[src/hdl/ecpr_consts.svh]
// Named constants for the multi-mode parallel port register bank.
`ifndef ECPR_CONSTS_SVH
`define ECPR_CONSTS_SVH
// Register offsets from the port base address.
`define ECPR_OFS_DATA 16'h0000
`define ECPR_OFS_STAT 16'h0001
`define ECPR_OFS_CTRL 16'h0002
`define ECPR_OFS_FIFO 16'h0400
`define ECPR_OFS_CFGB 16'h0401
`define ECPR_OFS_ECR 16'h0402
// Mode field encodings.
`define ECPR_M_SPP 3'h0
`define ECPR_M_BIDIR 3'h1
`define ECPR_M_COMPAT_FIFO_PORT 3'h2
`define ECPR_M_ECP 3'h3
`define ECPR_M_EPP 3'h4
`define ECPR_M_TEST 3'h6
`define ECPR_M_CFG 3'h7
// Control register bit positions and writable mask.
`define ECPR_C_STB 0
`define ECPR_C_FEED 1
`define ECPR_C_INIT 2
`define ECPR_C_SELIN 3
`define ECPR_C_ACKIE 4
`define ECPR_C_DIR 5
`define ECPR_CTRL_MASK 8'h3F
// Extended control field positions.
`define ECPR_E_MODE_HI 7
`define ECPR_E_MODE_LO 5
`define ECPR_E_ERRIE 4
`define ECPR_E_DMAEN 3
`define ECPR_E_SVC 2
// Fixed values and reset values.
`define ECPR_CFGA_VAL 8'h10
`define ECPR_BYTE_ZERO 8'h00
`define ECPR_LOW3 3'h0
`define ECPR_CTRL_RST 6'h00
// FIFO geometry: a tag bit plus one byte, sixteen entries.
`define ECPR_FIFO_W 9
`define ECPR_FIFO_D 16
`define ECPR_FIFO_AW 4
`endif

[src/hdl/ecpr_pkg.sv]
// Types shared by the parallel port register bank files.
package ecpr_pkg;
  // Peripheral status inputs, as seen on the pins.
  typedef struct packed {
    logic fault;
    logic online;
    logic paperErr;
    logic ack;
    logic busy;
  } ecpr_pins_in_s;
  // Peripheral control outputs, as driven on the pins.
  typedef struct packed {
    logic strobeN;
    logic feedN;
    logic init;
    logic selInN;
  } ecpr_pins_out_s;
  // Handshake engine states.
  typedef enum logic [2:0] {
    ST_IDLE,
    ST_STROBE,
    ST_RELEASE,
    ST_RXACK,
    ST_RXDONE
  } ecpr_hs_e;
endpackage

[src/hdl/ecpr_fifo.sv]
// Sixteen-entry flop FIFO used by the parallel port transfer modes.
`timescale 1ns/1ns
`default_nettype none
`include "ecpr_consts.svh"
module ecpr_fifo
  import ecpr_pkg::*;
(
  input wire logic mclk, // System clock.
  input wire logic reset, // Synchronous reset, active high.
  input wire logic flush, // Empties the FIFO.
  input wire logic pushValid, // Offer of a new entry.
  input wire logic [`ECPR_FIFO_W-1:0] pushData, // Entry offered.
  output logic pushReady, // High while an entry can be taken.
  output logic popValid, // High while the head holds data.
  input wire logic popReady, // Removes the head entry.
  output logic [`ECPR_FIFO_W-1:0] popData // Head entry.
);
  logic [`ECPR_FIFO_W-1:0] mem [`ECPR_FIFO_D]; // Entry storage.
  logic [`ECPR_FIFO_AW-1:0] wrPtr_r; // Next slot to write.
  logic [`ECPR_FIFO_AW-1:0] rdPtr_r; // Head slot.
  logic [`ECPR_FIFO_AW:0] count_r; // Occupancy, zero to sixteen.
  logic doPush; // An entry goes in this cycle.
  logic doPop; // An entry leaves this cycle.

  // A push to a full FIFO is simply dropped, so flags stay honest.
  assign pushReady = (count_r != 5'(`ECPR_FIFO_D));
  assign popValid = (count_r != 5'h00);
  assign popData = mem[rdPtr_r];
  assign doPush = pushValid && pushReady;
  assign doPop = popReady && popValid;

  // Pointers and occupancy move together.
  always_ff @(posedge mclk)
  begin
    if (reset || flush)
    begin
      wrPtr_r <= '0;
      rdPtr_r <= '0;
      count_r <= '0;
    end
    else
    begin
      if (doPush)
        wrPtr_r <= wrPtr_r + 4'h1;
      if (doPop)
        rdPtr_r <= rdPtr_r + 4'h1;
      count_r <= count_r + {4'h0, doPush} - {4'h0, doPop};
    end
  end

  // Storage has no reset; popData shows the head slot even while the FIFO is empty.
  always_ff @(posedge mclk)
  begin
    if (doPush)
      mem[wrPtr_r] <= pushData;
  end
endmodule // ecpr_fifo
`default_nettype wire

[src/hdl/ecpr_regs.sv]
// Host register bank and pin logic of a multi-mode parallel port.
//
// Summary of operation
// - Offset zero: data latch, or address FIFO.
// - Three-bit mode field selects seven port modes.
// - Offsets add to base; upper offsets decoded.
// - Reset clears latch; writes drive data lines.
// - Modes 000/001 read data line levels.
// - Mode 011 address writes queue tagged bytes.
// - Status bits zero to two read zero.
// - Status bits three to six show inputs.
// - Status bit seven reads busy inverted.
// - Control low six bits reset; top zero.
// - Control bits drive strobe, feed, init, select.
// - Enabled acknowledge rising edge raises interrupt.
// - Direction bit, forced output in 000/010.
// - Mode 010 FIFO bytes sent by handshake.
// - Mode 011 sends or captures by direction.
// - Test FIFO: no handshake, data shown.
// - Write to full test FIFO discarded.
// - Read of empty test FIFO repeats byte.
// - Test FIFO reads in order, full rate.
// - Configuration A reads fixed word-size value.
// - Config B: no compression, interrupt level.
// - Config B reports encoded interrupt line.
// - Config B reports encoded DMA channel.
`timescale 1ns/1ns
`default_nettype none
`include "ecpr_consts.svh"
module ecpr_regs
  import ecpr_pkg::*;
(
  input wire logic mclk, // System clock, 25 MHz.
  input wire logic reset, // Synchronous reset, active high.
  input wire logic [15:0] hostAddr, // Host I/O address.
  input wire logic hostWr, // Host write strobe, one cycle.
  input wire logic hostRd, // Host read strobe, one cycle.
  input wire logic [7:0] hostWdata, // Host write byte.
  output logic [7:0] hostRdata, // Read byte, valid after a read.
  input wire logic [15:0] baseAddr, // Port base address from setup.
  input wire logic eppEnable, // Allows the enhanced mode.
  input wire logic [3:0] irqNumber, // Interrupt line assigned.
  input wire logic [1:0] dmaChannel, // DMA channel assigned.
  input wire ecpr_pins_in_s pinsIn, // Peripheral status pins.
  input wire logic [7:0] pdIn, // Data line levels.
  output logic [7:0] pdOut, // Data line drive value.
  output logic pdOe, // High while the data lines are driven.
  output ecpr_pins_out_s pinsOut, // Peripheral control pins.
  output logic irqOut // Acknowledge interrupt request pulse.
);
  logic [7:0] dataLatch_r; // Host data register.
  logic [5:0] ctrl_r; // Stored control bits.
  logic [2:0] mode_r; // Current mode field.
  logic errIe_r; // Error interrupt enable bit.
  logic dmaEn_r; // DMA enable bit.
  logic svc_irq_flag_r; // Service interrupt bit.
  logic [7:0] lastRd_r; // Last byte taken from the FIFO.
  logic [7:0] txByte_r; // Byte being sent forward.
  logic txTag_r; // Byte being sent is an address.
  ecpr_hs_e hs_r; // Handshake state.
  ecpr_pins_in_s pinS1_r; // First synchroniser stage.
  ecpr_pins_in_s pinS_r; // Synchronised status pins.
  logic [7:0] pdS1_r; // First data synchroniser stage.
  logic [7:0] pdS_r; // Synchronised data lines.
  logic ackD_r; // Delayed acknowledge for edges.
  logic hitData, hitStat, hitCtrl, hitFifo, hitCfgb, hitEcr; // Decodes.
  logic dirIn; // Effective direction is input.
  logic autoFwd; // Hardware forward transfer mode.
  logic autoRev; // Hardware reverse capture mode.
  logic fifoPush, fifoPushReady, fifoPop, fifoValid; // FIFO handshake.
  logic [8:0] fifoIn, fifoHead; // FIFO entries.
  logic hostFifoRd; // Host takes a byte from the FIFO.
  logic modeOk; // Requested mode change is legal.
  logic [2:0] newMode; // Mode field of a write.
  logic [7:0] rdMux; // Read data before the register.

  // Each offset is relative to the configured base address.
  assign hitData = (hostAddr == 16'(baseAddr + `ECPR_OFS_DATA));
  assign hitStat = (hostAddr == 16'(baseAddr + `ECPR_OFS_STAT));
  assign hitCtrl = (hostAddr == 16'(baseAddr + `ECPR_OFS_CTRL));
  assign hitFifo = (hostAddr == 16'(baseAddr + `ECPR_OFS_FIFO));
  assign hitCfgb = (hostAddr == 16'(baseAddr + `ECPR_OFS_CFGB));
  assign hitEcr = (hostAddr == 16'(baseAddr + `ECPR_OFS_ECR));

  // Direction bit is ignored in standard and compatibility FIFO modes.
  assign dirIn = ctrl_r[`ECPR_C_DIR] && (mode_r != `ECPR_M_SPP)
    && (mode_r != `ECPR_M_COMPAT_FIFO_PORT);
  assign autoFwd = (mode_r == `ECPR_M_COMPAT_FIFO_PORT)
    || ((mode_r == `ECPR_M_ECP) && !dirIn);
  assign autoRev = (mode_r == `ECPR_M_ECP) && dirIn;

  // Mode changes go only through standard or bidirectional modes.
  assign newMode = hostWdata[`ECPR_E_MODE_HI:`ECPR_E_MODE_LO];
  assign modeOk = ((mode_r == `ECPR_M_SPP) || (mode_r == `ECPR_M_BIDIR)
    || (newMode == `ECPR_M_SPP) || (newMode == `ECPR_M_BIDIR))
    && ((newMode != `ECPR_M_EPP) || eppEnable);

  // Host FIFO reads happen in test mode and reverse capture mode.
  assign hostFifoRd = hostRd && hitFifo
    && ((mode_r == `ECPR_M_TEST) || autoRev);

  // One queue carries host bytes forward or peripheral bytes back.
  always_comb
  begin
    fifoPush = 1'b0;
    fifoIn = {1'b0, hostWdata};
    if (hostWr && hitData && (mode_r == `ECPR_M_ECP) && !dirIn)
    begin
      // Address or run-length byte, tagged for the feed line.
      fifoPush = 1'b1;
      fifoIn = {1'b1, hostWdata};
    end
    else if (hostWr && hitFifo && (autoFwd || (mode_r == `ECPR_M_TEST)))
      fifoPush = 1'b1;
    else if ((hs_r == ST_RXACK) && !pinS_r.ack)
    begin
      // Peripheral byte captured while acknowledge is low.
      fifoPush = 1'b1;
      fifoIn = {1'b0, pdS_r};
    end
  end

  // The engine pops when busy falls after a send; the host pops on a read.
  assign fifoPop = ((hs_r == ST_RELEASE) && !pinS_r.busy)
    || hostFifoRd;

  ecpr_fifo u_fifo (
    .mclk(mclk),
    .reset(reset),
    .flush(mode_r == `ECPR_M_SPP),
    .pushValid(fifoPush),
    .pushData(fifoIn),
    .pushReady(fifoPushReady),
    .popValid(fifoValid),
    .popReady(fifoPop),
    .popData(fifoHead)
  );

  // Pins from the peripheral pass two flops before any use.
  always_ff @(posedge mclk)
  begin
    pinS1_r <= pinsIn;
    pinS_r <= pinS1_r;
    pdS1_r <= pdIn;
    pdS_r <= pdS1_r;
  end

  // Data latch clears at reset and takes host writes in every mode but 011.
  always_ff @(posedge mclk)
  begin
    if (reset)
      dataLatch_r <= `ECPR_BYTE_ZERO;
    else if (hostWr && hitData && (mode_r != `ECPR_M_ECP))
      dataLatch_r <= hostWdata;
  end

  // Only the low six control bits are stored; the top two stay zero.
  always_ff @(posedge mclk)
  begin
    if (reset)
      ctrl_r <= `ECPR_CTRL_RST;
    else if (hostWr && hitCtrl)
      ctrl_r <= hostWdata[`ECPR_C_DIR:`ECPR_C_STB];
  end

  // Extended control register: mode field and service bits.
  always_ff @(posedge mclk)
  begin
    if (reset)
    begin
      mode_r <= `ECPR_M_SPP;
      errIe_r <= 1'b0;
      dmaEn_r <= 1'b0;
      svc_irq_flag_r <= 1'b0;
    end
    else if (hostWr && hitEcr)
    begin
      if (modeOk)
        mode_r <= newMode;
      errIe_r <= hostWdata[`ECPR_E_ERRIE];
      dmaEn_r <= hostWdata[`ECPR_E_DMAEN];
      svc_irq_flag_r <= hostWdata[`ECPR_E_SVC];
    end
  end

  // Handshake engine for forward sending and reverse capture.
  always_ff @(posedge mclk)
  begin
    if (reset)
    begin
      hs_r <= ST_IDLE;
      txByte_r <= `ECPR_BYTE_ZERO;
      txTag_r <= 1'b0;
    end
    else
    begin
      case (hs_r)
        ST_IDLE:
        begin
          // Load the head byte and strobe it out.
          if (autoFwd && fifoValid)
          begin
            txByte_r <= fifoHead[7:0];
            txTag_r <= fifoHead[8];
            hs_r <= ST_STROBE;
          end
          else if (autoRev)
            hs_r <= ST_RXACK;
        end
        ST_STROBE:
        begin
          // Busy rising means the peripheral took the byte.
          if (pinS_r.busy)
            hs_r <= ST_RELEASE;
        end
        ST_RELEASE:
        begin
          // Busy falling ends the transfer and pops the FIFO.
          if (!pinS_r.busy)
            hs_r <= ST_IDLE;
        end
        ST_RXACK:
        begin
          // Leaving reverse mode abandons the wait.
          if (!autoRev)
            hs_r <= ST_IDLE;
          else if (!pinS_r.ack)
            hs_r <= ST_RXDONE;
        end
        ST_RXDONE:
        begin
          // Wait for acknowledge to return high.
          if (pinS_r.ack)
            hs_r <= ST_IDLE;
        end
        default:
          hs_r <= ST_IDLE;
      endcase
    end
  end

  // Acknowledge edge raises a one-cycle interrupt request when enabled.
  always_ff @(posedge mclk)
  begin
    if (reset)
    begin
      ackD_r <= 1'b1;
      irqOut <= 1'b0;
    end
    else
    begin
      ackD_r <= pinS_r.ack;
      irqOut <= ctrl_r[`ECPR_C_ACKIE] && pinS_r.ack && !ackD_r;
    end
  end

  // Control lines follow the control bits unless the engine owns them.
  always_ff @(posedge mclk)
  begin
    if (reset)
    begin
      pinsOut.strobeN <= 1'b1;
      pinsOut.feedN <= 1'b1;
      pinsOut.init <= 1'b0;
      pinsOut.selInN <= 1'b1;
    end
    else
    begin
      pinsOut.init <= ctrl_r[`ECPR_C_INIT];
      pinsOut.selInN <= !ctrl_r[`ECPR_C_SELIN];
      if (autoFwd)
      begin
        pinsOut.strobeN <= (hs_r != ST_STROBE);
        pinsOut.feedN <= !((mode_r == `ECPR_M_ECP) && txTag_r);
      end
      else if (autoRev)
      begin
        pinsOut.strobeN <= !ctrl_r[`ECPR_C_STB];
        pinsOut.feedN <= (hs_r != ST_RXDONE);
      end
      else
      begin
        pinsOut.strobeN <= !ctrl_r[`ECPR_C_STB];
        pinsOut.feedN <= !ctrl_r[`ECPR_C_FEED];
      end
    end
  end

  // Data lines show the latch, the byte in flight or the test head.
  always_ff @(posedge mclk)
  begin
    if (reset)
    begin
      pdOut <= `ECPR_BYTE_ZERO;
      pdOe <= 1'b1;
    end
    else
    begin
      pdOe <= !dirIn;
      if (autoFwd)
        pdOut <= txByte_r;
      else if (mode_r == `ECPR_M_TEST)
        pdOut <= fifoHead[7:0];
      else
        pdOut <= dataLatch_r;
    end
  end

  // Encodes the assigned interrupt line into three bits.
  function automatic logic [2:0] irqCode(input logic [3:0] n);
    case (n)
      4'hF: irqCode = 3'h6;
      4'hE: irqCode = 3'h5;
      4'hB: irqCode = 3'h4;
      4'hA: irqCode = 3'h3;
      4'h9: irqCode = 3'h2;
      4'h7: irqCode = 3'h1;
      4'h5: irqCode = 3'h7;
      default: irqCode = 3'h0;
    endcase
  endfunction

  // Read multiplexer, steered by offset and mode.
  always_comb
  begin
    rdMux = `ECPR_BYTE_ZERO;
    if (hitData && ((mode_r == `ECPR_M_SPP) || (mode_r == `ECPR_M_BIDIR)))
      rdMux = pdS_r;
    else if (hitStat)
      rdMux = {!pinS_r.busy, pinS_r.ack, pinS_r.paperErr, pinS_r.online,
        pinS_r.fault, `ECPR_LOW3};
    else if (hitCtrl)
      rdMux = {2'h0, ctrl_r};
    else if (hitFifo && (mode_r == `ECPR_M_CFG))
      rdMux = `ECPR_CFGA_VAL;
    else if (hitFifo && ((mode_r == `ECPR_M_TEST) || autoRev))
      rdMux = fifoValid ? fifoHead[7:0] : lastRd_r;
    else if (hitCfgb && (mode_r == `ECPR_M_CFG))
      rdMux = {1'b0, irqOut, irqCode(irqNumber),
        1'b0, dmaChannel};
    else if (hitEcr)
      rdMux = {mode_r, errIe_r, dmaEn_r, svc_irq_flag_r,
        !fifoPushReady, !fifoValid};
  end

  // Read data is registered on the read strobe and then held.
  always_ff @(posedge mclk)
  begin
    if (reset)
      hostRdata <= `ECPR_BYTE_ZERO;
    else if (hostRd)
      hostRdata <= rdMux;
  end

  // Remembers the last byte taken, for reads of an empty FIFO.
  always_ff @(posedge mclk)
  begin
    if (reset)
      lastRd_r <= `ECPR_BYTE_ZERO;
    else if (hostFifoRd && fifoValid)
      lastRd_r <= fifoHead[7:0];
  end
endmodule // ecpr_regs
`default_nettype wire
[config.mk]
export PLATFORM = sky130hd
export DESIGN_NAME = ecpr_regs
export DESIGN_NICKNAME = d
export VERILOG_FILES = /design/src/hdl/ecpr_pkg.sv /design/src/hdl/ecpr_fifo.sv /design/src/hdl/ecpr_regs.sv
export VERILOG_INCLUDE_DIRS = /design/src /design/src/hdl
export SDC_FILE = /design/constraint.sdc
export NUM_CORES = 1
export LEC_CHECK = 0
export BUFFER_PORTS_ARGS = -buffer_cell sky130_fd_sc_hd__buf_2
export CAP_MARGIN = 5
export CORE_MARGIN = 5
export CORE_UTILIZATION = 60
export CTS_BUF_LIST = sky130_fd_sc_hd__clkbuf_8
export CTS_CLUSTER_DIAMETER = 100
export CTS_CLUSTER_SIZE = 12
export DETAILED_ROUTE_END_ITERATION = 7
export GPL_ROUTABILITY_DRIVEN = 0
export GPL_TIMING_DRIVEN = 0
export PLACE_DENSITY_LB_ADDON = 0.1
export SLEW_MARGIN = 20
export SYNTH_ARGS = -nofsm -noshare
export SYNTH_HDL_FRONTEND = slang
export SYNTH_HIERARCHICAL = 1
export SYNTH_SLANG_ARGS = --single-unit
export TNS_END_PERCENT = 50
[constraint.sdc]
create_clock -name mclk -period 4.6 [get_ports mclk]
set_input_delay 0.46 -clock mclk [delete_from_list [all_inputs] [get_ports mclk]]
set_output_delay 0.46 -clock mclk [all_outputs]
set_load 0.05 [all_outputs]
==> results.env <==
POSTPLACECELLAREA_UM2=12000
ACHIEVABLE-FREQUENCY_MHz=237
AREA_OF_THE_MAPPED_NETLIST_UM2=11300
GRT_MAX_DEGREE=17
SYNTH_AREA_LEADERS='edfxtp_1, dfxtp_1, mux2i_1'
CORE_UM2=18600
RUN_STATUS='finished clean'
YOSYSMOSTFREQUENTCELL='edfxtp_1'
POWER.DENSITY_nW_PER_UM2=309
GRT_ANTENNA_BEFORE_REPAIR=0
STD_CELL_ROWS=50
WORST_HOLD_PATH_TYPE='primary input to flop'
LEAKAGE_nW=4.69
POST-ROUTE-CELL-AREA_UM2=12500
ANTENNA_CELLS_INSERTED=0
HTREE_NUM_LEVELS=1
MULTI_INPUT_COMB_AREA_UM2=4420
CTS_SETUP_BUFFERS=0
CLOCK_TREE.ROOT_CELL='clkbuf_8'
SYNTHARSTFLOPSHARE=0
CRITICAL_PATH.STARTPOINT_TYPE='primary input'
SYNTH.LARGEST_AREA_CELL='edfxtp_1'
CELLINTERNALPOWER_mW=2.97
DETAILEDROUTE.FIRSTITERATIONVIOLATIONS=589
WIRE_LENGTH_OF_THE_FIRST_GLOBAL_ROUTING_PASS_UM=39400
DP.FINAL_HPWL_UM=17900
FINISH.NET_COUNT=1066
SWSHARE=0.230
PATH_MAX_FANOUT=10
SYNTHCELLS=870
CLOCKBUFFERDEPTH=3
FINAL_WIRELENGTH_UM=25300
GRT_OVERFLOW=0
MAXSLEWHEADROOM=0.399
YOSYS-TOP-CELLS-COUNT='edfxtp_1, dfxtp_1, nor2_1'
YOSYSWARNINGCOUNT=6
NUMBER_OF_SYNTHESIZED_REGISTER_BITS=250
SYNTH.NET_COUNT=950
WL_PER_CELL_UM=20.5
NUMBER_OF_GLOBAL_ROUTE_VIAS_BEFORE_REPAIR=7207
DPL_WORST_SLACK_PS=-103
GR-USAGE-ALL-LAYERS=0.232
FIN_WORST_SKEW_PS=32.3
LAYOUTNONFILLERINSTCOUNT=1234
FINAL.SETUP.WORST_SLACK_PS=376
GRT_SETUP_UNREPAIRED='false'
SEQPWRFRAC=0.621
CTS.REPORTEDPATHS.CLKPINSLEW_PS=80
TOTAL_NUMBER_OF_VIAS=7485
FINAL_MIN_PERIOD_OVER_CLOCK_PERIOD=0.918
REQUIRED_PS=5040
FLIP_FLOP_CELL_WITH_THE_HIGHEST_COUNT_AFTER_SYNTHESIS='edfxtp_1'
SYNTH-EDFF-COUNT=144
DIE-WIDTH_UM=147
SYNTH-SEQ-AREA-SHARE=0.573
CTSRESIZECOUNT=0
PLACEMENT.IO_BUFFERS=80
SYNTHESIS.AREA_PER_INSTANCE_UM2=12.9
YOSYSTOPAREACELLSHARE=0.384
REMAINING_DRC_ERRORS=0
POWER.TOTAL_mW=3.85
ANT_NETS=0
SLEW_VIOL_FINAL=0
PLACE.DETAILED.INSTANCES=1188
SETUP.WORST_PATH.END_CLASS='flop'
CLOCK_LATENCY_PS=560
CP_DATA_ARRIVAL_TIME_PS=4660
FLOW.AREA_GROWTH_FROM_SYNTHESIS_PCT=10.7
FINAL_LAYOUT_SIZE_SUFFIX_GT1_FRAC=0.187
SETUP.WORST_PATH.CLASS='primary input to flop'
STARTING_UTILIZATION_OF_THE_CORE_AREA=0.606
FINALSETUPVIOLATIONS=0
SWITCHINGPOWER_mW=0.886
TRITONCTS.NUM_BUFFERS=24
WORST_SLEW_PIN_TRAN_PS=898
IO_COUNT=86
POST_SYNTH_NUM_CELL_TYPES=82
CLOCK_TREE_FROM_TRITONCTS='done'
CTS_SINKS=250
REGISTER_AREA_UM2=6450
P_COMB_FRAC=0.071
HOLD_VIOLATIONS=0
FINALWORSTPATHREQUIREDPERIOD_PS=4220
HEIGHT_OF_THE_DIE_UM=147
VIAS_PER_CELL=6.07
DIE_AREA_UM2=21600
CLKPWRFRAC=0.309
SETUP_TOTAL_NEGATIVE_SLACK_PS=0
MAX_CAP_VIOLATIONS=0
VDD.IR_DROP.WORST_uV=276
DRT-PASS1-ITER-COUNT=5
FILLCELLCOUNT=1409
[stage by stage]
step / util / hold slack, ps
final: 0.671 / 18.9
after global routing: 0.671 / 0.413
after CTS: 0.669 / 3.55
after detailed placement: 0.646 / 312
after global placement: 0.643 / 312
after floorplan: - / 310
[layer usage]
metal  GRT usage  part of all wire
met5           0                 0
met4      0.0601             0.026
met3      0.0361             0.068
met2       0.381              0.47
met1       0.329              0.43
[final cells by class]
type | instances | area share
repair buffers | 90 | 0.0388
multi-input cells | 542 | 0.355
clock buffers | 24 | 0.0265
well taps | 234 | 0.0235
inverters | 30 | 0.00904
flip-flops and latches | 250 | 0.517
plain buffers | 48 | 0.0240
clock inverters | 16 | 0.00582
[what timing repair did]
action,CTS,global route
setup endpoints to repair,0,0
hold buffers,4,2
endpoints found under the hold margin,4,2
[worst max-delay path: stages]
cell and delay [ps]:
buf_2 130, xnor2_1 380, nand4_1 210, or4_4 480, nor3_1 460, a21oi_1 130
nor2_1 190, o21bai_1 290, nand2_1 120, buf_2 230, ha_1 310, inv_1 60
ha_1 170, inv_1 60, fa_1 390, nand2b_1 160, a21oi_1 180, o21ai_0 90
nor3b_1 140
[flip-flops by register name, indices dropped and copies added (netlist names), 5 cells and up, named ones only]
| signal | count |
|---|---|
| pinS1_r | 5 |
| ctrl_r | 6 |
| pdS1_r | 8 |
| pdOut | 8 |
| pdS_r | 8 |
| dataLatch_r | 8 |
| txByte_r | 8 |
| pinS_r | 5 |
| u_fifo/count_r | 5 |
| lastRd_r | 8 |
| u_fifo/mem | 144 |
| hostRdata | 8 |
[logic make-up (layout without fill, tap and decap cells)]
| logic type | Yosys count | after routing | share of synthesized area |
|---|---|---|---|
| simple gates | 256 | 256 | 0.119 |
| compound gates | 125 | 125 | 0.0827 |
| buf+inv | 78 | 208 | 0.0366 |
| xor+xnor | 44 | 44 | 0.0342 |
| fa+ha+maj | 16 | 16 | 0.0185 |
| mux | 101 | 101 | 0.136 |
| flops | 250 | 250 | 0.573 |
[path summary, 6_finish.rpt]
check	startpoint	endpoint	slack, ps	depth (start not counted)
setup reg to reg	mode_r[2]	u_fifo/count_r[4]	850	18
setup / recovery	baseAddr[6]	u_fifo/count_r[4]	380	19
hold reg to reg	pdS1_r[3]	pdS_r[3]	330	0
hold / removal	pdIn[5]	pdS1_r[5]	20	1
[power groups by stage]
stage / combinational [mW] / clock [mW] / sequential (mW)
CTS: 0.269 / 1.22 / 2.39
finish: 0.273 / 1.19 / 2.39
floorplan: 0.166 / 0 / 2.44
detailed placement: 0.264 / 0 / 2.44
global placement: 0.261 / 0 / 2.44
global route: 0.297 / 1.32 / 2.39
[placed cells by master, fill, tap and decap left out, types with 4 or more instances in the layout]
cell type	count
o22ai_1	4
clkbuf_1	19
o21ai_0	18
nor2_1	79
a21oi_1	16
mux4_2	21
mux2i_1	56
nor3b_1	5
ha_1	15
buf_4	8
o211ai_1	8
and4_1	4
nand3_1	23
or3_1	5
mux4_1	15
nand4_1	7
and3_1	9
dlygate4sd3_1	6
dfxtp_1	106
and2_1	16
buf_6	6
a211oi_1	11
nand3b_1	4
nor3_1	13
edfxtp_1	144
inv_1	44
nand2b_1	7
a31oi_1	6
clkbuf_8	25
xor2_1	16
a22oi_1	18
buf_2	91
nand2_1	52
nor4_2	5
xnor2_1	28
mux2_2	9
a221oi_1	10
No activity file was read; power rests on OpenSTA's default activity.
